==> config.mk <==
export PLATFORM = sky130hd
export DESIGN_NAME = hub_reset_attach_sequencer
export DESIGN_NICKNAME = d
export VERILOG_FILES = /design/src/rtl/hub_seq_pkg.sv /design/src/rtl/cycle_timer.sv /design/src/rtl/hub_reset_attach_sequencer.sv /design/src/rtl/strap_capture.sv
export SDC_FILE = /design/constraint.sdc
export NUM_CORES = 1
export LEC_CHECK = 0
export CORE_AREA = 2 2 102 104
export CTS_CLUSTER_SIZE = 25
export DETAILED_ROUTE_END_ITERATION = 8
export DIE_AREA = 0 0 104 106
export DONT_BUFFER_PORTS = 1
export PLACE_DENSITY = 0.78
export SETUP_SLACK_MARGIN = 0.5
export SLEW_MARGIN = 20
export SYNTH_ARGS = -nofsm -noshare
export SYNTH_HDL_FRONTEND = slang
export SYNTH_SLANG_ARGS = --single-unit
==> constraint.sdc <==
create_clock -name core_clk -period 3.25 [get_ports core_clk]
set_input_delay 0.1625 -clock core_clk [delete_from_list [all_inputs] [get_ports core_clk]]
set_output_delay 0.1625 -clock core_clk [all_outputs]
set_load 0.02 [all_outputs]
==> src/rtl/hub_seq_pkg.sv <==
package hub_seq_pkg;

  // ---------------------------------------------------------------
  // clock and printed times
  // ---------------------------------------------------------------
  localparam real CLK_MHZ = 200.0;            // core_clk rate
  localparam real T_STRAP_HOLD_NS = 16.7;     // least strap hold after release
  localparam real T_OUT_TYP_US = 1.5;         // outputs inactive, typical
  localparam real T_OUT_MAX_US = 2.0;         // outputs inactive, longest
  localparam real T_RECOVER_MAX_US = 500.0;   // recovery after release
  localparam real T_EE_LOAD_MAX_MS = 99.5;    // eeprom read and config
  localparam real T_SMB_LOAD_MAX_MS = 300.0;  // smbus code load limit
  localparam real T_SMB_BUSPWR_MAX_MS = 99.5; // smbus load when bus powered
  localparam real T_ATTACH_MAX_MS = 100.0;    // config end to attach
  localparam real T_REQ_MAX_MS = 5.0;         // standard request completion

  // ---------------------------------------------------------------
  // cycle counts, longest times rounded down
  // ---------------------------------------------------------------
  localparam int STRAP_SAMPLE_CYC = int'($floor(T_STRAP_HOLD_NS * CLK_MHZ / 1000.0));
  localparam int OUT_TYP_CYC = int'($floor(T_OUT_TYP_US * CLK_MHZ));
  localparam int OUT_MAX_CYC = int'($floor(T_OUT_MAX_US * CLK_MHZ));
  localparam int RECOVER_MAX_CYC = int'($floor(T_RECOVER_MAX_US * CLK_MHZ));
  localparam int EE_LOAD_MAX_CYC = int'($floor(T_EE_LOAD_MAX_MS * CLK_MHZ * 1000.0));
  localparam int SMB_LOAD_MAX_CYC = int'($floor(T_SMB_LOAD_MAX_MS * CLK_MHZ * 1000.0));
  localparam int SMB_BUSPWR_MAX_CYC = int'($floor(T_SMB_BUSPWR_MAX_MS * CLK_MHZ * 1000.0));
  localparam int ATTACH_MAX_CYC = int'($floor(T_ATTACH_MAX_MS * CLK_MHZ * 1000.0));
  localparam int REQ_MAX_CYC = int'($floor(T_REQ_MAX_MS * CLK_MHZ * 1000.0));

  // ---------------------------------------------------------------
  // widths, encodings and reset values
  // ---------------------------------------------------------------
  localparam int TIMER_W = 26;                // holds the 300 ms count
  localparam int BOOT_W = 3;                  // post-release step counter
  localparam int AGE_W = 9;                   // holds the 2 us check count
  localparam int BOOT_LEAD = STRAP_SAMPLE_CYC + 2; // cycles spent before timing
  localparam logic [1:0] SEL_STRAP = 2'h0;    // default / strap config
  localparam logic [1:0] SEL_EEPROM = 2'h1;   // serial eeprom load
  localparam logic [6:0] ADDR_RESET = 7'h00;  // default device address
  localparam logic [7:1] PORTS_OFF = 7'h00;   // all downstream ports

  typedef enum logic [4:0] {
    ST_RECOVER    = 5'h01,
    ST_LOAD       = 5'h02,
    ST_ATTACH     = 5'h04,
    ST_WAIT_RESET = 5'h08,
    ST_RUN        = 5'h10
  } seq_state_type;

endpackage

==> src/rtl/cycle_timer.sv <==
`timescale 1ns/100ps
module cycle_timer
  import hub_seq_pkg::*;
(
  // clock and reset
  input wire logic core_clk,
  input wire logic rstn,
  // control
  input wire logic start,
  input wire logic stop,
  input wire logic [TIMER_W-1:0] limit,
  // status
  output logic [TIMER_W-1:0] count,
  output logic busy,
  output logic expired
);

  // ---------------------------------------------------------------
  // count up from start; pulse expired limit edges after start
  // ---------------------------------------------------------------
  wire at_limit = (count == limit - TIMER_W'(1));  // last counted cycle

  // start outranks stop so a restart is never lost
  always_ff @(posedge core_clk or negedge rstn) begin
    if (!rstn) begin
      count <= '0;
      busy <= 1'b0;
      expired <= 1'b0;
    end else if (start) begin
      count <= '0;
      busy <= 1'b1;
      expired <= 1'b0;
    end else if (stop || !busy) begin
      busy <= 1'b0;
      expired <= 1'b0;
    end else if (at_limit) begin
      busy <= 1'b0;
      expired <= 1'b1;
    end else begin
      count <= count + TIMER_W'(1);
      expired <= 1'b0;
    end
  end

endmodule

==> src/rtl/hub_reset_attach_sequencer.sv <==
`timescale 1ns/100ps
// Summary of operation
// board holds reset low at least 1 us
// strap mode outputs inactive within 2 us
// sample led straps after reset release
// eeprom: recover 500 us, load within 99.5 ms
// smbus code load limit is 300 ms
// bus powered smbus load within 99.5 ms
// self powered smbus load waits indefinitely
// smbus: attach within 100 ms of load
// strap/eeprom: attach within 100 ms of config
// host waits 100 ms before bus reset
// each standard request completes within 5 ms
// bus reset never forwarded downstream
// bus reset clears device address
// bus reset returns to unconfigured
// bus reset drops downstream port power 7:1
// bus reset empties translator buffers
// bus reset wakes a suspended hub
// one sequencer, path chosen by select straps
module hub_reset_attach_sequencer
  import hub_seq_pkg::*;
#(
  parameter int RECOVERY_CYC = RECOVER_MAX_CYC,
  parameter int EE_LIMIT_CYC = EE_LOAD_MAX_CYC,
  parameter int SMB_LATE_CYC = SMB_LOAD_MAX_CYC,
  parameter int SMB_BUSPWR_CYC = SMB_BUSPWR_MAX_CYC,
  parameter int REQ_LIMIT_CYC = REQ_MAX_CYC
) (
  // clock and reset
  input wire logic core_clk,
  input wire logic rstn,
  // configuration straps
  input wire logic config_source_select_hi,
  input wire logic config_source_select_lo,
  input wire logic self_powered,
  input wire logic [7:1] led_amber_in,
  input wire logic [7:1] led_green_in,
  // indicator pins
  output logic [7:1] led_amber_out,
  output logic led_amber_oe_n,
  output logic [7:1] led_green_out,
  output logic led_green_oe_n,
  // configuration load
  input wire logic eeprom_load_done,
  input wire logic smbus_load_done,
  output logic eeprom_read_en,
  output logic smbus_slave_en,
  output logic config_load_timeout,
  output logic smbus_load_late,
  output logic use_strap_config,
  output logic [7:1] strap_amber,
  output logic [7:1] strap_green,
  // upstream port
  input wire logic usb_bus_reset,
  output logic usb_attach,
  // hub core requests
  input wire logic set_address_valid,
  input wire logic [6:0] set_address_value,
  input wire logic set_config_valid,
  input wire logic set_config_value,
  input wire logic suspend_req,
  input wire logic resume_req,
  input wire logic [7:1] port_power_on,
  input wire logic [7:1] port_power_off,
  input wire logic [7:1] port_reset_req,
  input wire logic request_start,
  input wire logic request_done,
  // hub state
  output logic [6:0] device_address,
  output logic configured,
  output logic suspended,
  output logic [7:1] downstream_port_power_en,
  output logic [7:1] downstream_port_reset,
  output logic tt_flush,
  output logic request_complete,
  output logic request_timeout
);

  // ---------------------------------------------------------------
  // declarations
  // ---------------------------------------------------------------
  seq_state_type state;                 // sequencer state
  seq_state_type next_state;            // its next value
  logic [BOOT_W-1:0] boot_cnt;          // steps since release
  logic [AGE_W-1:0] boot_age;           // saturating age, checks only
  logic [1:0] source;                   // latched select straps
  logic straps_valid;                   // straps have been taken
  logic [TIMER_W-1:0] phase_count;      // recovery / load elapsed
  logic phase_busy;                     // phase timer running
  logic phase_exp;                      // phase timer expired pulse
  logic req_busy;                       // request outstanding
  logic req_exp;                        // request deadline pulse
  logic [TIMER_W-1:0] phase_limit;      // limit for the current phase

  // ---------------------------------------------------------------
  // decode
  // ---------------------------------------------------------------
  wire strap_sample = (boot_cnt == BOOT_W'(STRAP_SAMPLE_CYC - 1));
  wire boot_start = (boot_cnt == BOOT_W'(STRAP_SAMPLE_CYC));
  wire src_strap = (source == SEL_STRAP);
  wire src_smbus = source[1];
  wire in_recover = (state == ST_RECOVER);
  wire in_load = (state == ST_LOAD);
  wire in_session = (state == ST_WAIT_RESET) || (state == ST_RUN);
  wire recover_done = in_recover && phase_exp;
  wire smb_waits = src_smbus && self_powered;       // no upper limit
  wire load_ok = src_smbus ? smbus_load_done : eeprom_load_done;
  wire load_expired = phase_exp && !smb_waits;
  wire load_finish = in_load && (load_ok || load_expired);
  wire bus_reset_hit = in_session && usb_bus_reset;
  wire req_take = request_start && (state == ST_RUN) && !req_busy;
  wire req_stop = request_done || bus_reset_hit;

  // recovery limit trimmed by the strap steps already spent, except in strap mode where it is OUT_TYP_CYC
  wire [TIMER_W-1:0] recover_limit = src_strap ? TIMER_W'(OUT_TYP_CYC)
                                   : TIMER_W'(RECOVERY_CYC - BOOT_LEAD);
  // load limit: bus powered smbus is tight, self powered only flags late
  wire [TIMER_W-1:0] smb_limit = self_powered ? TIMER_W'(SMB_LATE_CYC)
                               : TIMER_W'(SMB_BUSPWR_CYC - 1);
  wire [TIMER_W-1:0] load_limit = src_smbus ? smb_limit
                                : TIMER_W'(EE_LIMIT_CYC - 1);

  assign phase_limit = in_recover ? recover_limit : load_limit;

  // ---------------------------------------------------------------
  // post-release steps: strap sample, then start of recovery
  // ---------------------------------------------------------------
  always_ff @(posedge core_clk or negedge rstn) begin
    if (!rstn) begin
      boot_cnt <= '0;
    end else if (boot_cnt <= BOOT_W'(STRAP_SAMPLE_CYC)) begin
      boot_cnt <= boot_cnt + BOOT_W'(1);
    end
  end

  // age since release, kept only for the output timing check
  always_ff @(posedge core_clk or negedge rstn) begin
    if (!rstn) begin
      boot_age <= '0;
    end else if (boot_age != '1) begin
      boot_age <= boot_age + AGE_W'(1);
    end
  end

  // ---------------------------------------------------------------
  // strap latch and timers
  // ---------------------------------------------------------------
  // straps sampled inside the hold window after release
  strap_capture u_straps (
    .core_clk(core_clk),
    .rstn(rstn),
    .sample(strap_sample),
    .amber_pin(led_amber_in),
    .green_pin(led_green_in),
    .sel_hi(config_source_select_hi),
    .sel_lo(config_source_select_lo),
    .amber(strap_amber),
    .green(strap_green),
    .source(source),
    .valid(straps_valid)
  );

  // one timer covers recovery and then the load phase
  cycle_timer u_phase (
    .core_clk(core_clk),
    .rstn(rstn),
    .start(boot_start || (recover_done && !src_strap)),
    .stop(load_finish),
    .limit(phase_limit),
    .count(phase_count),
    .busy(phase_busy),
    .expired(phase_exp)
  );

  // request deadline watchdog
  cycle_timer u_request (
    .core_clk(core_clk),
    .rstn(rstn),
    .start(req_take),
    .stop(req_stop),
    .limit(TIMER_W'(REQ_LIMIT_CYC - 1)),
    .count(),
    .busy(req_busy),
    .expired(req_exp)
  );

  // ---------------------------------------------------------------
  // sequencer
  // ---------------------------------------------------------------
  always_comb begin
    next_state = state;
    case (state)
      ST_RECOVER: begin
        // strap mode has no load phase: straps are the config
        if (recover_done) begin
          next_state = src_strap ? ST_ATTACH : ST_LOAD;
        end
      end
      ST_LOAD: begin
        if (load_finish) begin
          next_state = ST_ATTACH;
        end
      end
      ST_ATTACH: begin
        next_state = ST_WAIT_RESET;
      end
      ST_WAIT_RESET: begin
        if (usb_bus_reset) begin
          next_state = ST_RUN;
        end
      end
      ST_RUN: begin
        next_state = ST_RUN;
      end
      default: begin
        next_state = ST_RECOVER;
      end
    endcase
  end

  always_ff @(posedge core_clk or negedge rstn) begin
    if (!rstn) begin
      state <= ST_RECOVER;
    end else begin
      state <= next_state;
    end
  end

  // ---------------------------------------------------------------
  // load and attach outputs
  // ---------------------------------------------------------------
  // attach stays up across bus resets; only hardware reset drops it
  always_ff @(posedge core_clk or negedge rstn) begin
    if (!rstn) begin
      usb_attach <= 1'b0;
      eeprom_read_en <= 1'b0;
      smbus_slave_en <= 1'b0;
      config_load_timeout <= 1'b0;
      smbus_load_late <= 1'b0;
      use_strap_config <= 1'b0;
    end else begin
      usb_attach <= usb_attach || (state == ST_ATTACH);
      eeprom_read_en <= (next_state == ST_LOAD) && !src_smbus;
      smbus_slave_en <= (next_state == ST_LOAD) && src_smbus;
      // a load that runs out its limit, other than self powered smbus, raises config_load_timeout
      config_load_timeout <= config_load_timeout
                             || (in_load && load_expired && !load_ok);
      smbus_load_late <= smbus_load_late
                         || (in_load && smb_waits && phase_exp);
      use_strap_config <= straps_valid && src_strap;
    end
  end

  // ---------------------------------------------------------------
  // indicator pins: released until recovery ends, then driven idle
  // ---------------------------------------------------------------
  // a strap-high pin signals active low, so its idle level is high
  always_ff @(posedge core_clk or negedge rstn) begin
    if (!rstn) begin
      led_amber_oe_n <= 1'b1;
      led_green_oe_n <= 1'b1;
      led_amber_out <= 7'h00;
      led_green_out <= 7'h00;
    end else if (recover_done) begin
      led_amber_oe_n <= 1'b0;
      led_green_oe_n <= 1'b0;
      led_amber_out <= strap_amber;
      led_green_out <= strap_green;
    end
  end

  // ---------------------------------------------------------------
  // device state and bus reset response
  // ---------------------------------------------------------------
  // bus reset outranks every address, config, suspend and power request in the same cycle
  always_ff @(posedge core_clk or negedge rstn) begin
    if (!rstn) begin
      device_address <= ADDR_RESET;
      configured <= 1'b0;
      suspended <= 1'b0;
      downstream_port_power_en <= PORTS_OFF;
      tt_flush <= 1'b0;
    end else if (bus_reset_hit) begin
      device_address <= ADDR_RESET;
      configured <= 1'b0;
      suspended <= 1'b0;
      downstream_port_power_en <= PORTS_OFF;
      tt_flush <= 1'b1;
    end else begin
      tt_flush <= 1'b0;
      if (set_address_valid) begin
        device_address <= set_address_value;
      end
      if (set_config_valid) begin
        configured <= set_config_value;
      end
      // a suspend request in the same cycle as resume wins
      suspended <= suspend_req || (suspended && !resume_req);
      downstream_port_power_en <= port_power_on
                                  | (downstream_port_power_en & ~port_power_off);
    end
  end

  // downstream resets follow the core only, never the upstream reset
  always_ff @(posedge core_clk or negedge rstn) begin
    if (!rstn) begin
      downstream_port_reset <= PORTS_OFF;
    end else begin
      downstream_port_reset <= port_reset_req;
    end
  end

  // ---------------------------------------------------------------
  // request completion: real answer or forced at the deadline
  // ---------------------------------------------------------------
  always_ff @(posedge core_clk or negedge rstn) begin
    if (!rstn) begin
      request_complete <= 1'b0;
      request_timeout <= 1'b0;
    end else begin
      request_complete <= (req_busy && request_done && !bus_reset_hit) || req_exp;
      request_timeout <= req_exp;
    end
  end

  // ---------------------------------------------------------------
  // checks
  // ---------------------------------------------------------------
  chk_outputs_inactive_time: assert property (
    @(posedge core_clk) disable iff (!rstn)
    (use_strap_config && boot_age == AGE_W'(OUT_MAX_CYC)) |-> !led_amber_oe_n
  ) else $error("strap mode outputs not driven idle in time");

  chk_strap_sample_taken: assert property (
    @(posedge core_clk) disable iff (!rstn)
    (strap_sample && !straps_valid) |=> (strap_green == $past(led_green_in))
  ) else $error("green strap not captured");

  chk_recovery_bound: assert property (
    @(posedge core_clk) disable iff (!rstn)
    (in_recover && !src_strap) |-> (phase_count < TIMER_W'(RECOVERY_CYC))
  ) else $error("recovery overran its limit");

  chk_eeprom_load_bound: assert property (
    @(posedge core_clk) disable iff (!rstn)
    (in_load && !src_smbus) |-> (phase_count < TIMER_W'(EE_LIMIT_CYC))
  ) else $error("eeprom load overran its limit");

  chk_smbus_late_flag: assert property (
    @(posedge core_clk) disable iff (!rstn)
    $rose(smbus_load_late) |-> ($past(phase_count) == TIMER_W'(SMB_LATE_CYC - 1))
  ) else $error("late smbus flag at wrong time");

  chk_smbus_self_wait: assert property (
    @(posedge core_clk) disable iff (!rstn)
    (in_load && smb_waits && !smbus_load_done) |=> (state == ST_LOAD)
  ) else $error("self powered load left before done");

  chk_attach_after_load: assert property (
    @(posedge core_clk) disable iff (!rstn)
    load_finish |-> ##2 usb_attach
  ) else $error("attach not raised after config load");

  chk_bus_reset_effects: assert property (
    @(posedge core_clk) disable iff (!rstn)
    bus_reset_hit |=> (device_address == ADDR_RESET && !configured && !suspended
                       && downstream_port_power_en == PORTS_OFF && tt_flush)
  ) else $error("bus reset effects missing");

  chk_no_reset_forward: assert property (
    @(posedge core_clk) disable iff (!rstn)
    bus_reset_hit |=> (downstream_port_reset == $past(port_reset_req))
  ) else $error("bus reset reached downstream ports");

  chk_request_deadline: assert property (
    @(posedge core_clk) disable iff (!rstn)
    req_exp |=> (request_complete && request_timeout)
  ) else $error("request deadline not answered");

  chk_state_onehot: assert property (
    @(posedge core_clk) disable iff (!rstn)
    $onehot(state) && (!phase_busy || in_recover || in_load || phase_exp)
  ) else $error("sequencer state not one-hot");

endmodule

==> src/rtl/strap_capture.sv <==
`timescale 1ns/100ps
module strap_capture
  import hub_seq_pkg::*;
(
  // clock and reset
  input wire logic core_clk,
  input wire logic rstn,
  // sample strobe
  input wire logic sample,
  // strap pins
  input wire logic [7:1] amber_pin,
  input wire logic [7:1] green_pin,
  input wire logic sel_hi,
  input wire logic sel_lo,
  // captured levels
  output logic [7:1] amber,
  output logic [7:1] green,
  output logic [1:0] source,
  output logic valid
);

  // ---------------------------------------------------------------
  // strap latch: taken once after release, never under reset
  // ---------------------------------------------------------------
  always_ff @(posedge core_clk or negedge rstn) begin
    if (!rstn) begin
      amber <= 7'h00;
      green <= 7'h00;
      source <= SEL_STRAP;
      valid <= 1'b0;
    end else if (sample && !valid) begin
      amber <= amber_pin;
      green <= green_pin;
      source <= {sel_hi, sel_lo};
      valid <= 1'b1;
    end
  end

endmodule

======== Word level (Yosys, flattened, before mapping) ========
Cells that the tools add are included.
word-level totals
  output and inout bits ................... 62
  input bits .............................. 57
  flip-flop bits (word level) ............. 128
cells by class
  multiplexer cells ....................... 35
  magnitude comparators ................... 1
  eq/ne operators ......................... 14
  bitwise gates (word level) .............. 3
  reduce and logical (&&, ||, !) cells .... 46
  add/sub/neg operators ................... 4
operator list
  cell                   count
  $mux 26                9
  $add 26x1->26 const B  2
  $eq 26x20->1 const B   1
  $eq 26x26->1           1
  $sub 26x1->26 const B  1
  $pmux 5 s5             1
  $mux 7                 3
  $logic_and 1x1->1      19
  $mux 1                 17
  $mux 17                1
  $mux 5                 3
  $logic_or 1x1->1       11
  $eq 5x2->1 const B     2
  $logic_not 1->1        9
  $and 7x7->7            1
  $not 7->7              1
  $or 7x7->7             1
  $eq 3x2->1 const B     2
  $reduce_bool 3->1      2
  $eq 5x1->1 const B     1
  $eq 5x3->1 const B     1
  $eq 5x4->1 const B     1
  $eq 5x5->1 const B     1
  $ne 2x1->1 const B     2
  other kinds (7)        10

======== Depth between registers and ports, before layout ========
  word-level depth ........................ 9
  gate-level depth with buffers ........... 11
  depth with buffers taken out ............ 10

======== Hierarchy ========
From an unflattened synthesis, not the netlist that was laid out.
unflattened totals
  cells, all modules ...................... 796
  area total of the unflattened synthesis .. 7,773.7 um^2
modules (own cells, without submodules)
  module                      times used  area an instance (um^2)  cells an instance  seq. area each (um^2)
  cycle_timer                 2           2,394.8                  285                700.7
  hub_reset_attach_sequencer  1           2,289.7                  189                1,378.8
  strap_capture               1           694.4                    37                 425.4

======== Worst setup path after synthesis ========
No wires, ideal clock.
  path type ............................... reg-to-reg
  from .................................... register state[0]
  to ...................................... register u_phase.count[19]
  arrival time ............................ 2.263 ns
  path slack .............................. 0.909 ns
  period minus slack after synthesis ...... 2.341 ns
  cell stages (with the launch flop) ...... 11
  buffers on the path ..................... 3
  setup time .............................. 0.078 ns
  cell sequence ........................... dfstp_2 > or3b_1 > buf_6 > nor2_4 > o21a_1 > a21oi_2 > nor4_4 > buf_6 > buf_6 > o31ai_1 > a21oi_1
between the ends
  longest elaborated chain between the ends .. 6
  elaborated cells on any way between the ends .. 14
  classes of those cells .................. add/sub (1); eq/ne (5); mux (2); reduce/logical (6)
ends and longest elaborated chain
  element                                             RTL line                                                              text
  from (decl)                                         hub_reset_attach_sequencer.sv:83                                      seq_state_type state;
  from (signal assigned)                              hub_reset_attach_sequencer.sv:226                                     state <= next_state;
  $eq 5x1->1                                          hub_reset_attach_sequencer.sv:103                                     wire in_recover = (state == ST_RECOVER);
  $mux 26 or $logic_and 1x1->1 (tied branches)        hub_reset_attach_sequencer.sv:124, hub_reset_attach_sequencer.sv:106
  $sub 26x1->26 or $logic_and 1x1->1 (tied branches)  cycle_timer.sv:21, hub_reset_attach_sequencer.sv:168
  $eq 26x26->1 or $logic_or 1x1->1 (tied branches)    cycle_timer.sv:21, hub_reset_attach_sequencer.sv:168
  $ne 2x1->1 (no source line)                         --
  $reduce_and 2->1 (no source line)                   --
  to (signal assigned)                                cycle_timer.sv:40                                                     count <= count + TIMER_W'(1);
  to (decl)                                           cycle_timer.sv:13                                                     output logic [TIMER_W-1:0] count,
Parallel ways exist; a longest one is shown, timed or not.
A chain may end at the register's enable or synchronous reset.

======== Worst setup path after layout ========
  from .................................... register state[0]
  to ...................................... register u_phase.count[17]
The elaborated chain is that of the path after synthesis.

==> run_results.csv <==
group,metric,value,unit
power_and_ir_drop,seqPwrFrac,0.459,
synthesis,synth_edf_count,0,
grt,grt_pass1_wl,24.5,mm
cells_and_area,drive_above_1_share,0.140,
timing,max_slew_margin,0.571,
synthesis,yosysTopAreaCell,"dfrtp_1",
critical_path,cp-startpoint,"state[0]",
synthesis,synthMostInstantiatedCell,"dfrtp_1",
synthesis,syn_inst,590,
place,port_buffers,0,
synthesis,async_flop_share,1.00,
timing,finalSetupViolCount,0,
timing,max_freq,0.385,GHz
grt,grt_use_total,0.283,
cts,clockRootBuffer,"clkbuf_8",
detailed_routing,drc,0,
die,design.core.area,0.0100,mm²
die,die_h,106,µm
synthesis,yosysTopAreaCellShare,0.513,
detailed_routing,wl_per_cell,18.5,µm
grt,grt_pass1_vias,4840,
cells_and_area,reg.largest.list,"u_phase.count (26), u_request.count (26)",
timing,tightest_slew,0.644,ns
place,dp_hpwl,8.98,mm
critical_path,worstSetupStartpointType,"flop",
cts,cts_tree,"yes",
grt,grt_max_degree,129,
detailed_routing,firstDrtPassIters,4,
hold_path,hp-class,"input pin to async pin",
cells_and_area,n_fill_cell,692,
detailed_routing,drtIter0Drc,384,
cts,cts_setup_buffers,0,
synthesis,synth_common_cells,"dfrtp_1, nor2_1, nand2_1",
die,io_pins,119,
power_and_ir_drop,combPwrFrac,0.037,
critical_path,crit_buf_inv,1,
synthesis,ys_top_cells_by_area,"dfrtp_1, mux2_2, nor2_1",
cells_and_area,nets,712,
status,status,"complete, but fails checks",
detailed_routing,viasPerCell,5.91,
cts,clk_latency,0.52,ns
cells_and_area,area_growth,20.9,%
critical_path,cpMostUsedCell,"a21oi_1",
flow_run,cap_viol_max_count,0,
cts,postCtsHoldBufs,59,
synthesis,yosys_warnings,0,
detailed_routing,antenna_left,0,
cts,numCtsBuffers,17,
power_and_ir_drop,leakage,3.34,nW
critical_path,r2r_start,"state[0]",
status,violations,"negative hold slack",
detailed_routing,wl,14.8,mm
power_and_ir_drop,p_sw_frac,0.215,
power_and_ir_drop,p_sw,796,µW
synthesis,synthFlopType,"dfrtp_1",
critical_path,required,3.68,ns
synthesis,synth_area,0.00615,mm²
power_and_ir_drop,power.density,498,mW/mm²
critical_path,crit_chain,"or3b_4, nor2_4, a21oi_1, o211ai_2, nor4_4, buf_4, or4_1, a21oi_1",
synthesis,avgSynthCellArea,10.4,µm²
critical_path,endpoint_kind,"flop",
place,place_ws,0.538,ns
timing,hold_violations,128,
timing,whs,-0.666,ns
place,place_congestion,0.948,
synthesis,syn_nets,653,
critical_path,r2r_end,"u_phase.count[17]",
timing,fin_crit,2.60,ns
power_and_ir_drop,finalPower,3.71,mW
critical_path,r2r_setup_slack,0.65,ns
critical_path,slowest_delay,0.57,ns
die,die_w,104,µm
grt,grt_overflow,0,
timing,clock_skew,0.0136,ns
synthesis,seq_area_frac_synth,0.521,
timing,grt_setup_unrepaired,"false",
critical_path,cpMaxStageDelayCell,"dfstp_2",
synthesis,synth_cell_type_count,62,
cts,cts.sinks,128,
synthesis,ys_seq_elements,128,
critical_path,critical-path-top-delay-family,"simple AND/OR/NAND/NOR gates",
die,num_rows,37,
critical_path,crit_fanout,26,
timing,final.period_utilization,0.800,
critical_path,rr_worst_depth,8,
cts,clk_pin_slew,0.06,ns
grt,antenna_found_initial,1,
timing,final_max_slew_viol_count,0,
critical_path,path_class,"flop to flop",
detailed_routing,vias,4720,
cts,cts_max_path_buffers,2,
timing,setup_slack,0.650,ns
power_and_ir_drop,power_frac_clock,0.505,
die,die_area,0.0110,mm²
timing,setup-tns-final,0,ns
critical_path,arrival,3.03,ns
power_and_ir_drop,power.internal,2.91,mW
power_and_ir_drop,peakVddDrop,0.000434,V
cts,htree_levels,4,
die,initial_core_util,0.615,
layout make-up:
cell class / count / area [µm²] / area share
diodes: 1 / 2.50 / 0.000337
clock buffers: 27 / 502 / 0.0675
clock inverters: 5 / 77.6 / 0.0104
inverters: 22 / 82.6 / 0.0111
multi-input cells: 414 / 2750 / 0.370
flip-flops and latches: 128 / 3210 / 0.431
well taps: 136 / 170 / 0.0229
repair buffers: 66 / 643 / 0.0865
power by group through the flow:
stage / Clock (mW) / Combinational (mW) / Sequential [mW]
5_1_grt: 1.97 / 0.146 / 1.70
4_1_cts: 1.88 / 0.126 / 1.70
6_report: 1.87 / 0.135 / 1.70
2_1_floorplan: 0 / 0.0546 / 1.72
3_5_place_dp: 0 / 0.0604 / 1.73
3_3_place_gp: 0 / 0.0581 / 1.72
metal layers:
| layer | global-route usage | wire [µm] |
|---|---|---|
| met5 | 0 | 0 |
| met4 | 0.116 | 307 |
| met3 | 0.0920 | 1070 |
| met2 | 0.438 | 6990 |
| met1 | 0.370 | 6430 |
metrics by stage:
| stage | area (µm²) | instances | util | hold WS (ns) |
|---|---|---|---|---|
| floorplan | 6150 | 590 | - | -0.133 |
| global placement | 6250 | 707 | 0.625 | -0.129 |
| detailed placement | 6250 | 707 | 0.625 | -0.129 |
| CTS | 7420 | 798 | 0.742 | -0.681 |
| global route | 7430 | 799 | 0.743 | -0.686 |
| finish | 7430 | 799 | 0.743 | -0.666 |
worst max path at each step:
stage                           to  cells past startpoint
3_5_place_dp   u_request.count[24]                     10
4_1_cts        u_request.count[24]                     10
5_1_grt        u_request.count[18]                      7
6_report         u_phase.count[17]                      8
3_3_place_gp   u_request.count[24]                     10
2_1_floorplan    u_phase.count[19]                     10
kinds of logic (layout without fill, tap and decap cells):
group	count (synthesis)	after routing	synth area share
xor gates and xnor gates	36	36	0.0513
and+or+nand+nor	244	244	0.212
DFF	128	128	0.521
buffers and inverters	48	120	0.0344
muxes	40	40	0.0733
other	0	1	0
adders and majority gates	6	6	0.0122
AOI/OAI and AO/OA	88	88	0.0953
placed cells by master, fill, tap and decap left out, types with 4 or more instances in the layout:
cell type	n
dfrtp_1	125
nor2_1	73
dlygate4sd3_1	59
nand2_1	35
mux2_2	30
nand3_1	26
a21oi_1	26
xor2_1	24
inv_1	22
clkbuf_16	16
nor3_1	14
nand4_1	13
and3_1	12
xnor2_1	12
o21ai_0	11
or4_1	11
mux2i_1	9
nor4_1	8
o22ai_1	7
or3_1	7
buf_4	7
nor2b_1	6
and2_1	6
ha_1	6
clkbuf_8	6
nand3b_1	5
nor4b_1	5
o31ai_1	5
o21ai_1	5
o211ai_1	5
clkbuf_1	5
nand2b_1	4
a31oi_1	4
a31o_2	4
worst reg2reg max path: cells and delay by family (launching register included):
family | cells | cell delay (ns)
buffers and inverters | 1 | 0.21
DFF | 1 | 0.57
AOI/OAI and AO/OA | 3 | 0.49
and+or+nand+nor | 4 | 1.24
repair_timing:
item	CTS	global route
setup endpoints to repair	0	14
hold endpoints to repair	171	128
resized for setup	0	5
Power figures use the tool's default switching activity.
